## config.mk

```make
export PLATFORM = sky130hd
export DESIGN_NAME = converter_status
export DESIGN_NICKNAME = d
export VERILOG_FILES = /design/src/conv_status_pkg.sv /design/src/converter_status.sv /design/src/integrity_snapshot.sv
export SDC_FILE = /design/constraint.sdc
export NUM_CORES = 1
export LEC_CHECK = 0
export BUFFER_PORTS_ARGS = -buffer_cell sky130_fd_sc_hd__buf_2
export CORE_ASPECT_RATIO = 1.4
export CORE_UTILIZATION = 49
export DETAILED_ROUTE_END_ITERATION = 8
export GPL_ROUTABILITY_DRIVEN = 0
export PLACE_DENSITY = 0.91
export SETUP_SLACK_MARGIN = 0.1
export SLEW_MARGIN = 25
export SYNTH_ARGS = -nofsm -noshare
export SYNTH_HDL_FRONTEND = slang
export SYNTH_SLANG_ARGS = --single-unit
```

## constraint.sdc

```tcl
create_clock -name ref_clk_i -period 1.55 [get_ports ref_clk_i]
set_clock_uncertainty 0.1 [all_clocks]
set_input_delay 0.0775 -clock ref_clk_i [delete_from_list [all_inputs] [get_ports ref_clk_i]]
set_output_delay 0.0775 -clock ref_clk_i [all_outputs]
set_load 0.03 [all_outputs]
```

## src/conv_status_pkg.sv

```systemverilog
// Purpose: Shared constants for the converter status register block.
// Assumes: Single clock domain at 125 MHz.
// Notes: Addresses are register selects carried in the communications byte.
package conv_status_pkg;
  localparam logic [5:0] STATUS_ADDR = 6'h00;
  localparam logic [5:0] MODE_ADDR = 6'h01;
  localparam logic [5:0] DATA_ADDR = 6'h04;
  localparam logic [7:0] STATUS_RESET = 8'h80;
  localparam int BIT_WAITING = 7;
  localparam int BIT_RANGE = 6;
  localparam int BIT_WRCHK = 5;
  localparam int BIT_INTEG = 4;
  localparam int DATA_W = 24;
  localparam logic [23:0] DATA_ALL_ONES = 24'hFFFFFF;
  localparam logic [23:0] DATA_ALL_ZEROS = 24'h000000;
  localparam int SNAP_W = 32;
endpackage : conv_status_pkg

```

## src/converter_status.sv

```systemverilog
// Purpose: Status register of a sigma-delta converter with ready pin output.
// Assumes: Serial framing decoded elsewhere; strobes are one-cycle pulses.
// Notes: All outputs registered.
// Summary of operation
// Read-only 8-bit status, address 0, reset 0x80.
// Append status after data when option set.
// Ready flag on data-out while selected, idle.
// Ready goes low on new result write.
// Calibration: low on calibration result write.
// Data register read sets ready high.
// Bit 6 flags overrange or underrange.
// Clamp overrange to ones, underrange zeros.
// Range flag updated only on result write.
// Bit 5 set on failed write check.
// Any status read clears write-check flag. The code keeps the flag when a failing write falls in the same cycle.
// Host checks read CRC itself.
// Bit 4 set when registers change while checking.
// Integrity flag cleared only by disabling check.
// Bits 3:0 give channel of held result.
// Channel field is binary channel index.
// Host reads status with select zero, read.
// Mode register write sets ready high.
`timescale 1ns/1ps
`default_nettype none
module converter_status
  import conv_status_pkg::*;
(
  // Clock and reset.
  input wire logic ref_clk_i,
  input wire logic rst_b_i,
  // Conversion engine.
  input wire logic result_wr_i,
  input wire logic calib_mode_i,
  input wire logic calib_done_i,
  input wire logic [DATA_W-1:0] raw_result_i,
  input wire logic over_range_i,
  input wire logic under_range_i,
  input wire logic [3:0] result_channel_i,
  // Serial interface decoder.
  input wire logic cs_b_i,
  input wire logic reg_read_i,
  input wire logic [5:0] comms_register_select_i,
  input wire logic reg_write_i,
  input wire logic write_crc_fail_i,
  input wire logic append_status_i,
  input wire logic integrity_en_i,
  input wire logic [SNAP_W-1:0] reg_image_i,
  // Outputs.
  output logic [7:0] converter_status_o,
  output logic [DATA_W-1:0] data_reg_o,
  output logic append_byte_o,
  output logic dout_ready_o,
  output logic dout_oe_b_o
);
  // Flag and field registers behind the status byte.
  logic waiting;
  logic range_err;
  logic wrchk_err;
  logic integ_err;
  logic [3:0] channel;
  // Integrity bookkeeping: enable history and the registered compare.
  logic integ_en_q;
  logic differs;

  // One select compare serves every read and write decode, so the width lives in one place.
  function automatic logic select_hit(input logic [5:0] sel, input logic [5:0] addr);
    return sel == addr;
  endfunction : select_hit

  // Calibration results replace conversion results as the ready event.
  wire result_event = calib_mode_i ? calib_done_i : result_wr_i;
  wire out_of_range = over_range_i || under_range_i;

  // Serial access decode; the select only means something while its strobe is high.
  wire status_rd = reg_read_i && select_hit(comms_register_select_i, STATUS_ADDR);
  wire data_rd = reg_read_i && select_hit(comms_register_select_i, DATA_ADDR);
  wire mode_wr = reg_write_i && select_hit(comms_register_select_i, MODE_ADDR);
  wire crc_fault = reg_write_i && write_crc_fail_i;

  // The snapshot is taken on the rising edge of the enable only.
  wire capture = integrity_en_i && !integ_en_q;
  // The compare made while the enable was low is against a stale image, so it is
  // ignored until the enable has been seen for one cycle.
  wire differs_valid = differs && integ_en_q;

  // Overrange wins when both limits are flagged, matching a saturated high result.
  wire [DATA_W-1:0] clamped = over_range_i ? DATA_ALL_ONES :
                              (under_range_i ? DATA_ALL_ZEROS : raw_result_i);

  // New result wins over a simultaneous data read so the event is not lost.
  wire next_waiting = result_event ? 1'b0 : ((data_rd || mode_wr) ? 1'b1 : waiting);
  wire next_range = result_wr_i ? out_of_range : range_err;
  // A failing write in the same cycle as a status read keeps the flag, so the fault is not lost.
  wire next_wrchk = crc_fault ? 1'b1 : (status_rd ? 1'b0 : wrchk_err);
  // Only dropping the enable clears the integrity flag; reads leave it alone.
  wire next_integ = !integrity_en_i ? 1'b0 : (differs_valid ? 1'b1 : integ_err);
  wire [3:0] next_channel = result_wr_i ? result_channel_i : channel;
  wire [7:0] next_status = {next_waiting, next_range, next_wrchk, next_integ, next_channel};
  // The pin carries ready only while selected and no register is being shifted out.
  wire next_oe_b = cs_b_i || reg_read_i;

  integrity_snapshot u_snap (
    .ref_clk_i(ref_clk_i),
    .rst_b_i(rst_b_i),
    .capture_i(capture),
    .image_i(reg_image_i),
    .differs_o(differs)
  );

  // Status flags.
  always_ff @(posedge ref_clk_i) begin
    if (!rst_b_i) begin
      waiting <= STATUS_RESET[BIT_WAITING];
      range_err <= STATUS_RESET[BIT_RANGE];
      wrchk_err <= STATUS_RESET[BIT_WRCHK];
      integ_err <= STATUS_RESET[BIT_INTEG];
    end else begin
      waiting <= next_waiting;
      range_err <= next_range;
      wrchk_err <= next_wrchk;
      integ_err <= next_integ;
    end
  end

  // Held result and its channel; both change only when a result is written.
  always_ff @(posedge ref_clk_i) begin
    if (!rst_b_i) begin
      data_reg_o <= DATA_ALL_ZEROS;
      channel <= STATUS_RESET[3:0];
    end else if (result_wr_i) begin
      data_reg_o <= clamped;
      channel <= next_channel;
    end
  end

  // Enable history for the snapshot edge detector; its reset level matches an idle enable.
  always_ff @(posedge ref_clk_i) begin
    if (!rst_b_i) begin
      integ_en_q <= 1'b0;
    end else begin
      integ_en_q <= integrity_en_i;
    end
  end

  // Outputs are registered so the shared pin never sees decode glitches.
  always_ff @(posedge ref_clk_i) begin
    if (!rst_b_i) begin
      converter_status_o <= STATUS_RESET;
      append_byte_o <= 1'b0;
      dout_ready_o <= STATUS_RESET[BIT_WAITING];
      dout_oe_b_o <= 1'b1;
    end else begin
      converter_status_o <= next_status;
      append_byte_o <= data_rd && append_status_i;
      dout_ready_o <= next_waiting;
      dout_oe_b_o <= next_oe_b;
    end
  end

  // Ready flag and pin.
  a_ready_low_event: assert property (@(posedge ref_clk_i) disable iff (!rst_b_i)
    result_event |=> !converter_status_o[BIT_WAITING]) else $error("ready not low after result");
  a_ready_high_read: assert property (@(posedge ref_clk_i) disable iff (!rst_b_i)
    (data_rd && !result_event) |=> converter_status_o[BIT_WAITING]) else $error("ready not high after read");
  a_mode_write_ready: assert property (@(posedge ref_clk_i) disable iff (!rst_b_i)
    (mode_wr && !result_event) |=> dout_ready_o) else $error("mode write did not raise ready");
  a_calib_ignores: assert property (@(posedge ref_clk_i) disable iff (!rst_b_i)
    (calib_mode_i && !calib_done_i && !data_rd && !mode_wr) |=> $stable(waiting))
    else $error("ready moved in calibration without result");
  a_pin_drive: assert property (@(posedge ref_clk_i) disable iff (!rst_b_i)
    (!cs_b_i && !reg_read_i) |=> !dout_oe_b_o) else $error("pin not driven while idle");
  a_pin_release: assert property (@(posedge ref_clk_i) disable iff (!rst_b_i)
    (cs_b_i || reg_read_i) |=> dout_oe_b_o) else $error("pin driven while deselected or reading");

  // Range flag and held result.
  a_range_hold: assert property (@(posedge ref_clk_i) disable iff (!rst_b_i)
    !result_wr_i |=> $stable(range_err)) else $error("range flag changed without result");
  a_range_set: assert property (@(posedge ref_clk_i) disable iff (!rst_b_i)
    (result_wr_i && out_of_range) |=> converter_status_o[BIT_RANGE]) else $error("range flag not set");
  a_range_clear: assert property (@(posedge ref_clk_i) disable iff (!rst_b_i)
    (result_wr_i && !out_of_range) |=> !converter_status_o[BIT_RANGE]) else $error("range flag not cleared");
  a_clamp_over: assert property (@(posedge ref_clk_i) disable iff (!rst_b_i)
    (result_wr_i && over_range_i) |=> data_reg_o == DATA_ALL_ONES && range_err) else $error("overrange not clamped");
  a_clamp_under: assert property (@(posedge ref_clk_i) disable iff (!rst_b_i)
    (result_wr_i && under_range_i && !over_range_i) |=> data_reg_o == DATA_ALL_ZEROS && range_err)
    else $error("underrange not clamped");
  a_data_hold: assert property (@(posedge ref_clk_i) disable iff (!rst_b_i)
    !result_wr_i |=> $stable(data_reg_o)) else $error("data changed without result");

  // Write check flag.
  a_wrchk_set: assert property (@(posedge ref_clk_i) disable iff (!rst_b_i)
    (reg_write_i && write_crc_fail_i) |=> converter_status_o[BIT_WRCHK]) else $error("write check flag not set");
  a_wrchk_clear: assert property (@(posedge ref_clk_i) disable iff (!rst_b_i)
    (status_rd && !reg_write_i) |=> !wrchk_err) else $error("status read did not clear flag");

  // Integrity flag.
  a_integ_set: assert property (@(posedge ref_clk_i) disable iff (!rst_b_i)
    (integrity_en_i && integ_en_q && differs) |=> converter_status_o[BIT_INTEG]) else $error("integrity flag not set");
  a_integ_quiet: assert property (@(posedge ref_clk_i) disable iff (!rst_b_i)
    capture |=> !integ_err) else $error("integrity flag set by snapshot");
  a_integ_clear: assert property (@(posedge ref_clk_i) disable iff (!rst_b_i)
    !integrity_en_i |=> !converter_status_o[BIT_INTEG]) else $error("integrity flag not cleared");
  a_integ_sticky: assert property (@(posedge ref_clk_i) disable iff (!rst_b_i)
    (integ_err && integrity_en_i) |=> integ_err) else $error("integrity flag dropped");

  // Channel field and appended status byte.
  a_channel_copy: assert property (@(posedge ref_clk_i) disable iff (!rst_b_i)
    result_wr_i |=> converter_status_o[3:0] == $past(result_channel_i)) else $error("channel not copied");
  a_channel_hold: assert property (@(posedge ref_clk_i) disable iff (!rst_b_i)
    !result_wr_i |=> $stable(converter_status_o[3:0])) else $error("channel changed without result");
  a_append_byte: assert property (@(posedge ref_clk_i) disable iff (!rst_b_i)
    (data_rd && append_status_i) |=> append_byte_o) else $error("status not appended");
  a_append_quiet: assert property (@(posedge ref_clk_i) disable iff (!rst_b_i)
    !(data_rd && append_status_i) |=> !append_byte_o) else $error("status appended without data read");

  // Main scenarios.
  c_result: cover property (@(posedge ref_clk_i) disable iff (!rst_b_i) result_wr_i ##1 data_rd);
  c_crc: cover property (@(posedge ref_clk_i) disable iff (!rst_b_i) write_crc_fail_i && reg_write_i ##[1:4] status_rd);
  c_integ: cover property (@(posedge ref_clk_i) disable iff (!rst_b_i) integ_err ##1 !integrity_en_i);
  c_calib: cover property (@(posedge ref_clk_i) disable iff (!rst_b_i) calib_mode_i && calib_done_i);
  c_mode: cover property (@(posedge ref_clk_i) disable iff (!rst_b_i) mode_wr ##1 dout_ready_o);
endmodule : converter_status
`default_nettype wire

```

## src/integrity_snapshot.sv

```systemverilog
// Purpose: Holds the register image captured when the integrity check starts.
// Assumes: Image presented as one flat word.
// Notes: Compare result is registered.
`timescale 1ns/1ps
`default_nettype none
module integrity_snapshot
  import conv_status_pkg::*;
(
  // Clock and reset.
  input wire logic ref_clk_i,
  input wire logic rst_b_i,
  // Image and control.
  input wire logic capture_i,
  input wire logic [SNAP_W-1:0] image_i,
  output logic differs_o
);
  logic [SNAP_W-1:0] held;
  always_ff @(posedge ref_clk_i) begin
    if (!rst_b_i) begin
      held <= '0;
      differs_o <= 1'b0;
    end else begin
      if (capture_i) begin
        held <= image_i;
      end
      differs_o <= !capture_i && (held != image_i);
    end
  end
endmodule : integrity_snapshot
`default_nettype wire

```

=== Word-level counts from Yosys, hierarchy flattened ===
Cells that the tools add are included.
Widths: inputs -> output; s select.

* Flip-flop bits (word level): 76
* Bits in latches: 0
* Bits in writable memories: 0
* Memory bits (read-only): 0
* Bits of input ports: 79
* Output and inout port bits: 35
* Word-level logic and storage cells: 40
* Memories: 0

* Add/subtract/negate cells: 0
* Multiply operators: 0
* Div/mod/pow operators: 0
* Magnitude comparators: 0
* Equality and inequality tests: 3
* Shifts and indexed selects: 0
* Multiplexer cells: 11
* Bitwise gates (word level): 0
* Reductions and logical operators: 14

{| class="wikitable"
|+ Operators by type and width
! operator !! number
|-
| $mux 24 || 2
|-
| $ne 32x32->1 || 1
|-
| $logic_and 1x1->1 || 8
|-
| $mux 1 || 8
|-
| $eq 6x1->1 const B || 1
|-
| $eq 6x3->1 const B || 1
|-
| $logic_not 6->1 || 1
|-
| $mux 4 || 1
|-
| $logic_or 1x1->1 || 3
|-
| $logic_not 1->1 || 2
|}

=== Logic depth before layout (Yosys ltp) ===
Gate-level depths: netlist of the first run.

* Depth after elaboration: 5
* Mapped depth: 5
* Gate-level depth less buffers: 4

=== Modules after synthesis ===
Synthesis of the first run repeated with hierarchy kept, for this count alone.

* Cell total of the unflattened synthesis: 311
* Area, all modules: 3032.9 µm²

{| class="wikitable"
|+ By module, submodules not included
! module !! times used !! cells an instance !! area an instance (µm²) !! sequential area each (µm²)
|-
| integrity_snapshot || 1 || 148 || 1587.8 || 660.6
|-
| converter_status || 1 || 163 || 1445.1 || 780.7
|}

=== Least setup slack after synthesis of the first run ===
No wires, ideal clock.

* Path kind: register -> register
* Start: register u_snap.held[14]
* End: register u_snap.differs_o
* Setup time: 127 ps
* Data arrival time: 872 ps
* Required time: 1323 ps
* Slack: 451 ps
* Stages on the path, launching flop included: 5
* Path buffers: 0
* Period minus slack after synthesis: 1099 ps
* Cells stage by stage: dfxtp_1 xnor2_1 nand4_1 nor4_1 a21oi_1

* Word-level cells in the longest chain between the ends: 2

{| class="wikitable"
|+ Ends and longest elaborated chain
! item !! line !! source
|-
| start: declaration || integrity_snapshot.sv:17 || <nowiki>logic [SNAP_W-1:0] held;</nowiki>
|-
| start signal: assignment || integrity_snapshot.sv:24 || <nowiki>held <= image_i;</nowiki>
|-
| $ne 32x32->1 || integrity_snapshot.sv:26 || <nowiki>differs_o <= !capture_i && (held != image_i);</nowiki>
|-
| $logic_and 1x1->1 || integrity_snapshot.sv:26 ||
|-
| end signal: assignment || integrity_snapshot.sv:26 ||
|-
| end: declaration || integrity_snapshot.sv:15 || <nowiki>output logic differs_o</nowiki>
|}

Every way passes these cells.
A chain may end at the register's enable or synchronous reset.

=== Worst setup path in the final report of the first run ===
* Start: input over_range_i
* End: register converter_status_o[6]

* Word-level cells in the longest chain between the ends: 2

{| class="wikitable"
|+ Ends and longest elaborated chain
! item !! line !! source
|-
| start: declaration || converter_status.sv:36 || <nowiki>input wire logic over_range_i,</nowiki>
|-
| $logic_or 1x1->1 || converter_status.sv:72 || <nowiki>wire out_of_range = over_range_i || under_range_i;</nowiki>
|-
| $mux 1 || converter_status.sv:92 || <nowiki>wire next_range = result_wr_i ? out_of_range : range_err;</nowiki>
|-
| end signal: assignment || converter_status.sv:153 || <nowiki>converter_status_o <= next_status;</nowiki>
|-
| end: declaration || converter_status.sv:49 || <nowiki>output logic [7:0] converter_status_o,</nowiki>
|}

Every way passes these cells.

==> results.cfg, run 1 <==
[drt]
first_pass_iters = 5
first_iter_violations = 193
wl_per_cell_microns = 17.07
vias_per_cell = 5.458
ant_nets = 0
wirelength_mm = 10.28
drc = 0
routed-via-count = 3286

[yosys]
postSynthNetCount = 427
synth_warnings = 0
syn_area_sq_um = 3005
synthAdderAreaFrac_pct = 0
syn_avg_cell_area_sq_um = 8.636
synth_compound_area_share_pct = 17.57
yosysUniqueCellTypes = 25
synth_cells = 348
synthSimpleGateAreaFrac_pct = 17.74
seq_area_frac_synth_pct = 47.96
synth_xor_area_share_pct = 9.326
synth_seq_cells = 72
synth_top_family_by_area = simple AND/OR/NAND/NOR gates
synth_mux_area_share_pct = 1.707

[die]
core-area_sq_um = 5904
die_w_microns = 68.19
ioPinCount = 114
die_area_sq_um = 6455
initial_core_util_pct = 50.90
rows = 33
die_h_microns = 94.67

[worst_setup_path]
start_kind = primary input
max_stage_delay_ns = 0.59
worst_ep_required_time_ns = 1.67
worst_ep_arrival_time_ns = 1.56
crit_start = over_range_i
r2r-end = u_snap.differs_o
crit_type = in -> reg
cp_common_cell = dlygate4sd3_1
reg2reg_setup_slack_ns = 0.17
endpoint_kind = flop
crit_fanout = 2
reg2regPathDepth = 4
worstPathCellList = dlygate4sd3_1 -> buf_2 -> nor2_1 -> dlygate4sd3_1 -> a21oi_1
reg2reg_from = u_snap.held[17]
crit_slowest_cell = dlygate4sd3_1

[clock_tree]
clkSlewWorstSetupHoldPaths_ns = 0.07
clkSinkCount = 72
htreeDepth = 3
cts_buffers = 9
cts_setup_buffers = 0
cts_tree = built
clockRootBuffer = clkbuf_8
clockBufferDepth = 2
insertion_delay_ns = 0.34

[sta]
tns_ns = 0
fin_ws_ns = 0.1077
rsz0062_at_grt = false
finalHoldViolCount = 0
worst_pin_slew_ns = 0.4605
setup_viol = 0
fmax_ghz = 0.6933
period_needed_ns = 1.442
relSlewSlack_pct = 69.30
drv_slew = 0
finalCritPeriodShare_pct = 93.05

[layout]
antennaDiodeCount = 0
num-nets-final = 606
final.fill_count = 323
drive_gt1_share_pct = 27.82
final_util_pct = 79.47
area_growth_syn_to_layout_pct = 56.12

[power]
ir_drop_mv = 0.7754
leakage_nw = 2.053
power_per_cell_area_nw_per_um2 = 999.1

[placement]
io_buffers = 113
hpwl_mm = 5.021
dp_slack_ns = 0.3070

[global_route]
antenna_found_initial = 0
grt_max_degree = 34
grt_pass1_wl_mm = 14.77
grtUsageTotal_pct = 31.55
grt_overflow = 0
grt_pass1_vias = 3376

[job]
cap_violations = 0

[min_path]
holdPathStages = 2
hold_class = in -> reg
hp-start = result_wr_i
min_to = converter_status_o[6]

[run_status]
status = finished clean
## registers in the layout (all words and copies together) (netlist names)
| register | cells |
|---|---|
| u_snap.held | 32 |
| data_reg_o | 24 |
| converter_status_o | 8 |
| channel | 4 |
| append_byte_o | 1 |
| dout_oe_b_o | 1 |
| integ_en_q | 1 |
| u_snap.differs_o | 1 |
## where the power goes
group          internal [mW]  switching [mW]
clock network           1.04           0.708
registers               1.97          0.0774
logic                  0.427           0.469
total                   3.43            1.26
## synthesized netlist by cell type
| cell | count | area, sq um |
|---|---|---|
| a21boi_0 | 3 | 22.52 |
| a21boi_1 | 30 | 225.2 |
| a21oi_1 | 28 | 140.1 |
| and2_1 | 1 | 6.260 |
| buf_1 | 1 | 3.750 |
| buf_2 | 5 | 25.02 |
| buf_4 | 10 | 75.07 |
| buf_6 | 3 | 33.78 |
| clkbuf_1 | 8 | 30.03 |
| dfxtp_1 | 72 | 1441 |
| inv_1 | 1 | 3.750 |
| mux2_2 | 1 | 11.26 |
| mux2i_1 | 4 | 40.04 |
| nand2_1 | 68 | 255.2 |
| nand2b_1 | 2 | 12.51 |
| nand3_1 | 1 | 5.000 |
| nand3b_1 | 2 | 15.01 |
| nand4_1 | 8 | 50.05 |
| nor2_1 | 27 | 101.4 |
| nor2b_1 | 10 | 62.56 |
| nor4_1 | 2 | 12.51 |
| nor4_2 | 1 | 12.51 |
| o21ai_0 | 27 | 135.1 |
| o21ai_1 | 1 | 5.000 |
| xnor2_1 | 32 | 280.3 |
## timing repair
action,in CTS,in global routing
hold endpoints to repair,70,0
gates resized for setup,0,15
hold buffers,75,0
endpoints found under the setup margin,0,1
## logic make-up (layout without fill, tap and decap cells)
family	count (synthesis)	count (layout)
buffers and inverters	28	212
AO/OA/AOI/OAI	89	89
AND/OR/NAND/NOR	122	122
multiplexers	5	5
flip-flops	72	72
XOR/XNOR	32	32
## critical path, delay by kind of cell
family          cells  cell delay (ns)
compound gates      1             0.08
simple gates        1             0.12
buf+inv             3             1.28
## how the worst max path moves through the flow
stage,to,cells after the start,slack (ns)
5_1_grt,u_snap.differs_o,6,0.06
2_1_floorplan,u_snap.differs_o,4,0.45
3_3_place_gp,u_snap.differs_o,4,0.33
3_5_place_dp,u_snap.differs_o,4,0.31
4_1_cts,u_snap.differs_o,6,0.17
6_report,converter_status_o[6],5,0.11
## cell type report
cell class | instances | area, sq um | area share [%]
inverter | 1 | 3.754 | 0.08000
clock inverter | 4 | 75.07 | 1.600
multi-input combinational | 248 | 1468 | 31.28
clock buffer | 12 | 165.2 | 3.520
sequential | 72 | 1444 | 30.77
timing repair buffer | 195 | 1449 | 30.88
tap | 70 | 87.58 | 1.867
## placed cells by master (no fill, tap or decap)
cell and count:
inv_1 1, nand4_1 8, dlymetal6s4s_1 2, xnor2_1 27, xnor2_4 2, o21ai_0 27, bufinv_16 2, nand2b_1 2
nor2b_2 1, nand3_1 1, clkinvlp_4 2, xnor2_2 3, dlygate4sd3_1 73, buf_6 2, nand3b_1 2, clkbuf_8 12
buf_2 111, nor2_1 27, buf_4 2, a21boi_0 3, a21boi_1 30, nor2b_1 9, nor4_2 3, buf_12 5
and2_1 1, mux2_2 1, a21oi_1 28, nand2_1 68, mux2i_1 4, dfxtp_1 70, dfxtp_2 2, o21ai_1 1
## through the flow
step / hold WS, ns / cells / total power, mW / area, sq um
floorplan: 0.07180 / 348 / 2.499 / 3005
global placement: 0.1583 / 511 / 2.722 / 3608
detailed placement: 0.1639 / 511 / 2.749 / 3608
CTS: 0.05321 / 602 / 4.599 / 4599
global route: 0.07463 / 602 / 4.830 / 4692
finish: 0.05941 / 602 / 4.688 / 4692
## per-layer routing
layer  up-vias  global-route usage, %  share of wire [%]  wire length (microns)
met2       186                  58.09                 53                   5474
li1       1505                      -                  -                      -
met5         -                      0                  0                      0
met1      1542                  29.42                 35                   3558
met3        53                  7.005                6.2                    641
met4         0                  21.53                5.9                    602
Note: power is estimated with default switching activity, not from simulation.
==> inputs of run 2 (changes only) <==
- CORE_UTILIZATION: 49 -> 30
- PLACE_DENSITY: 0.91 -> 0.64
==> run 2 against run 1 <==
Compared with the run above: combinational power fell by 7.7%; largest cell class is now registers; count of clock-buffer cells in the layout rose by 1; global-route usage fell by 15 points; non-clock buffer count rose by 4; largest power group is now clock; first-iteration DRC count fell by 59%; die area rose by 62%; critical endpoint is now u_snap.differs_o; sequential share of layout area fell by 0.22 points; wire length fell by 17%; register-to-register slack improved by 0.06 ns; maximum frequency rose by 4.6%; clock power rose by 18%.
==> results.cfg, run 2 (synthesis results as in run 1) <==
[run_status]
status = finished clean

[placement]
placed_area_sq_um = 3654
placed_cells = 577
dp_slack_ns = 0.2386
hpwl_mm = 5.204
io_buffers = 113

[worst_setup_path]
crit_fanout = 2
worst_ep_arrival_time_ns = 1.49
start_kind = primary input
crit_type = in -> reg
worst_ep_required_time_ns = 1.66
endpoint_kind = flop

[sta]
period_needed_ns = 1.379
tns_ns = 0
worst_pin_slew_ns = 0.3194
finalHoldViolCount = 0
setup_viol = 0
finalCritPeriodShare_pct = 88.94
hold_ws_ns = 0.004171
fin_ws_ns = 0.1715
rsz0062_at_grt = true
fmax_ghz = 0.7254
drv_slew = 0
relSlewSlack_pct = 78.71

[clock_tree]
cts_buffers = 9
clockBufferDepth = 2
clkSlewWorstSetupHoldPaths_ns = 0.05
htreeDepth = 3
clkSinkCount = 72
cts_setup_buffers = 0
cts_tree = built
clockRootBuffer = clkbuf_16
insertion_delay_ns = 0.33

[layout]
final_common_cell = buf_2
final_util_pct = 49.06
reg_top3 = u_snap.held (32), data_reg_o (24), converter_status_o (8)
layoutNonFillerInstCount = 668
largest_register_ffs = 32
regMostFlops = u_snap.held
antennaDiodeCount = 0
final_area_sq_um = 4718
final_cell_mix = buf_2, dlygate4sd3_1, dfxtp_1
final.fill_count = 898
num-nets-final = 610
area_growth_syn_to_layout_pct = 56.99
drive_gt1_share_pct = 26.68

[drt]
ant_nets = 0
wirelength_mm = 8.563
first_iter_violations = 79
wl_per_cell_microns = 12.82
vias_per_cell = 4.452
drc = 0
routed-via-count = 2974
first_pass_iters = 4

[die]
initial_core_util_pct = 31.25
core-area_sq_um = 9617
rows = 42
die_w_microns = 86.59
die_h_microns = 120.4
die_area_sq_um = 10430
ioPinCount = 114

[power]
comb_power_share_pct = 16.8
power.share.switching_pct = 24.91
p_sw_mw = 1.227
ir_drop_mv = 0.5237
leakage_nw = 2.044
internal-power_mw = 3.699
power_per_cell_area_nw_per_um2 = 1044
seq_power_share_pct = 41.3
p_total_mw = 4.926
p_clk_share_pct = 41.9

[global_route]
grt_pass1_vias = 3012
antenna_found_initial = 0
grt_overflow = 0
grt_max_degree = 28
grtUsageTotal_pct = 16.94
grt_pass1_wl_mm = 13.61

[min_path]
hold_class = in -> reg

[job]
cap_violations = 0
## run 2: changes by cell type in the layout (fill, tap and decap cells not counted), sizes merged
cell	before	now
clkinv	0	2
dlygate4sd3	73	75
clkbuf	12	13
dlymetal6s4s	2	0
buf	120	124
bufinv	2	1
clkinvlp	2	0
## run 2: critical path, stage by stage
cell and delay [ns]:
dlygate4sd3_1 0.53, buf_2 0.15, xnor2_2 0.19, nand4_1 0.13, nor4_2 0.31, a21oi_1 0.10
## run 2: power by group through the flow
| stage | combinational, mW | sequential, mW | clock (mW) |
|---|---|---|---|
| 2_1_floorplan | 0.327 | 2.17 | 0 |
| 3_3_place_gp | 0.661 | 2.06 | 0 |
| 3_5_place_dp | 0.670 | 2.07 | 0 |
| 4_1_cts | 0.814 | 2.03 | 2.12 |
| 5_1_grt | 0.898 | 2.04 | 2.19 |
| 6_report | 0.828 | 2.03 | 2.07 |
## run 2: path summary, 6_finish.rpt
path / start / end / slack (ns) / depth (start not counted)
min reg2reg: u_snap.held[22] / u_snap.held[22] / 0.36 / 2
min: rst_b_i / u_snap.held[23] / 0.004 / 2
max: reg_image_i[16] / u_snap.differs_o / 0.17 / 6
max reg2reg: u_snap.held[16] / u_snap.differs_o / 0.23 / 4
## run 2: routing by layer
metal | part of all wire, % | GRT usage [%] | vias up | routed length (microns)
met1 | 40 | 17.24 | 1346 | 3426
li1 | - | - | 1511 | -
met4 | 2.0 | 7.396 | 0 | 167
met5 | 0 | 0 | - | 0
met2 | 52 | 31.85 | 101 | 4487
met3 | 5.6 | 4.369 | 16 | 482
## run 2: final cells by class
cell class | instances | area [sq um] | share of cell area, %
Tap cell | 132 | 165.2 | 3.500
Clock buffer | 13 | 260.3 | 5.516
Clock inverter | 3 | 40.04 | 0.8486
Multi-Input combinational cell | 248 | 1409 | 29.86
Sequential cell | 72 | 1441 | 30.55
Inverter | 1 | 3.754 | 0.07955
Timing Repair Buffer | 199 | 1399 | 29.65
## run 2: timing repair
| item | in CTS | in global routing |
|---|---|---|
| setup endpoints to repair | 0 | 2 |
| endpoints found under the hold margin | 70 | 1 |
| hold buffers | 74 | 2 |
| resized for setup | 0 | 2 |
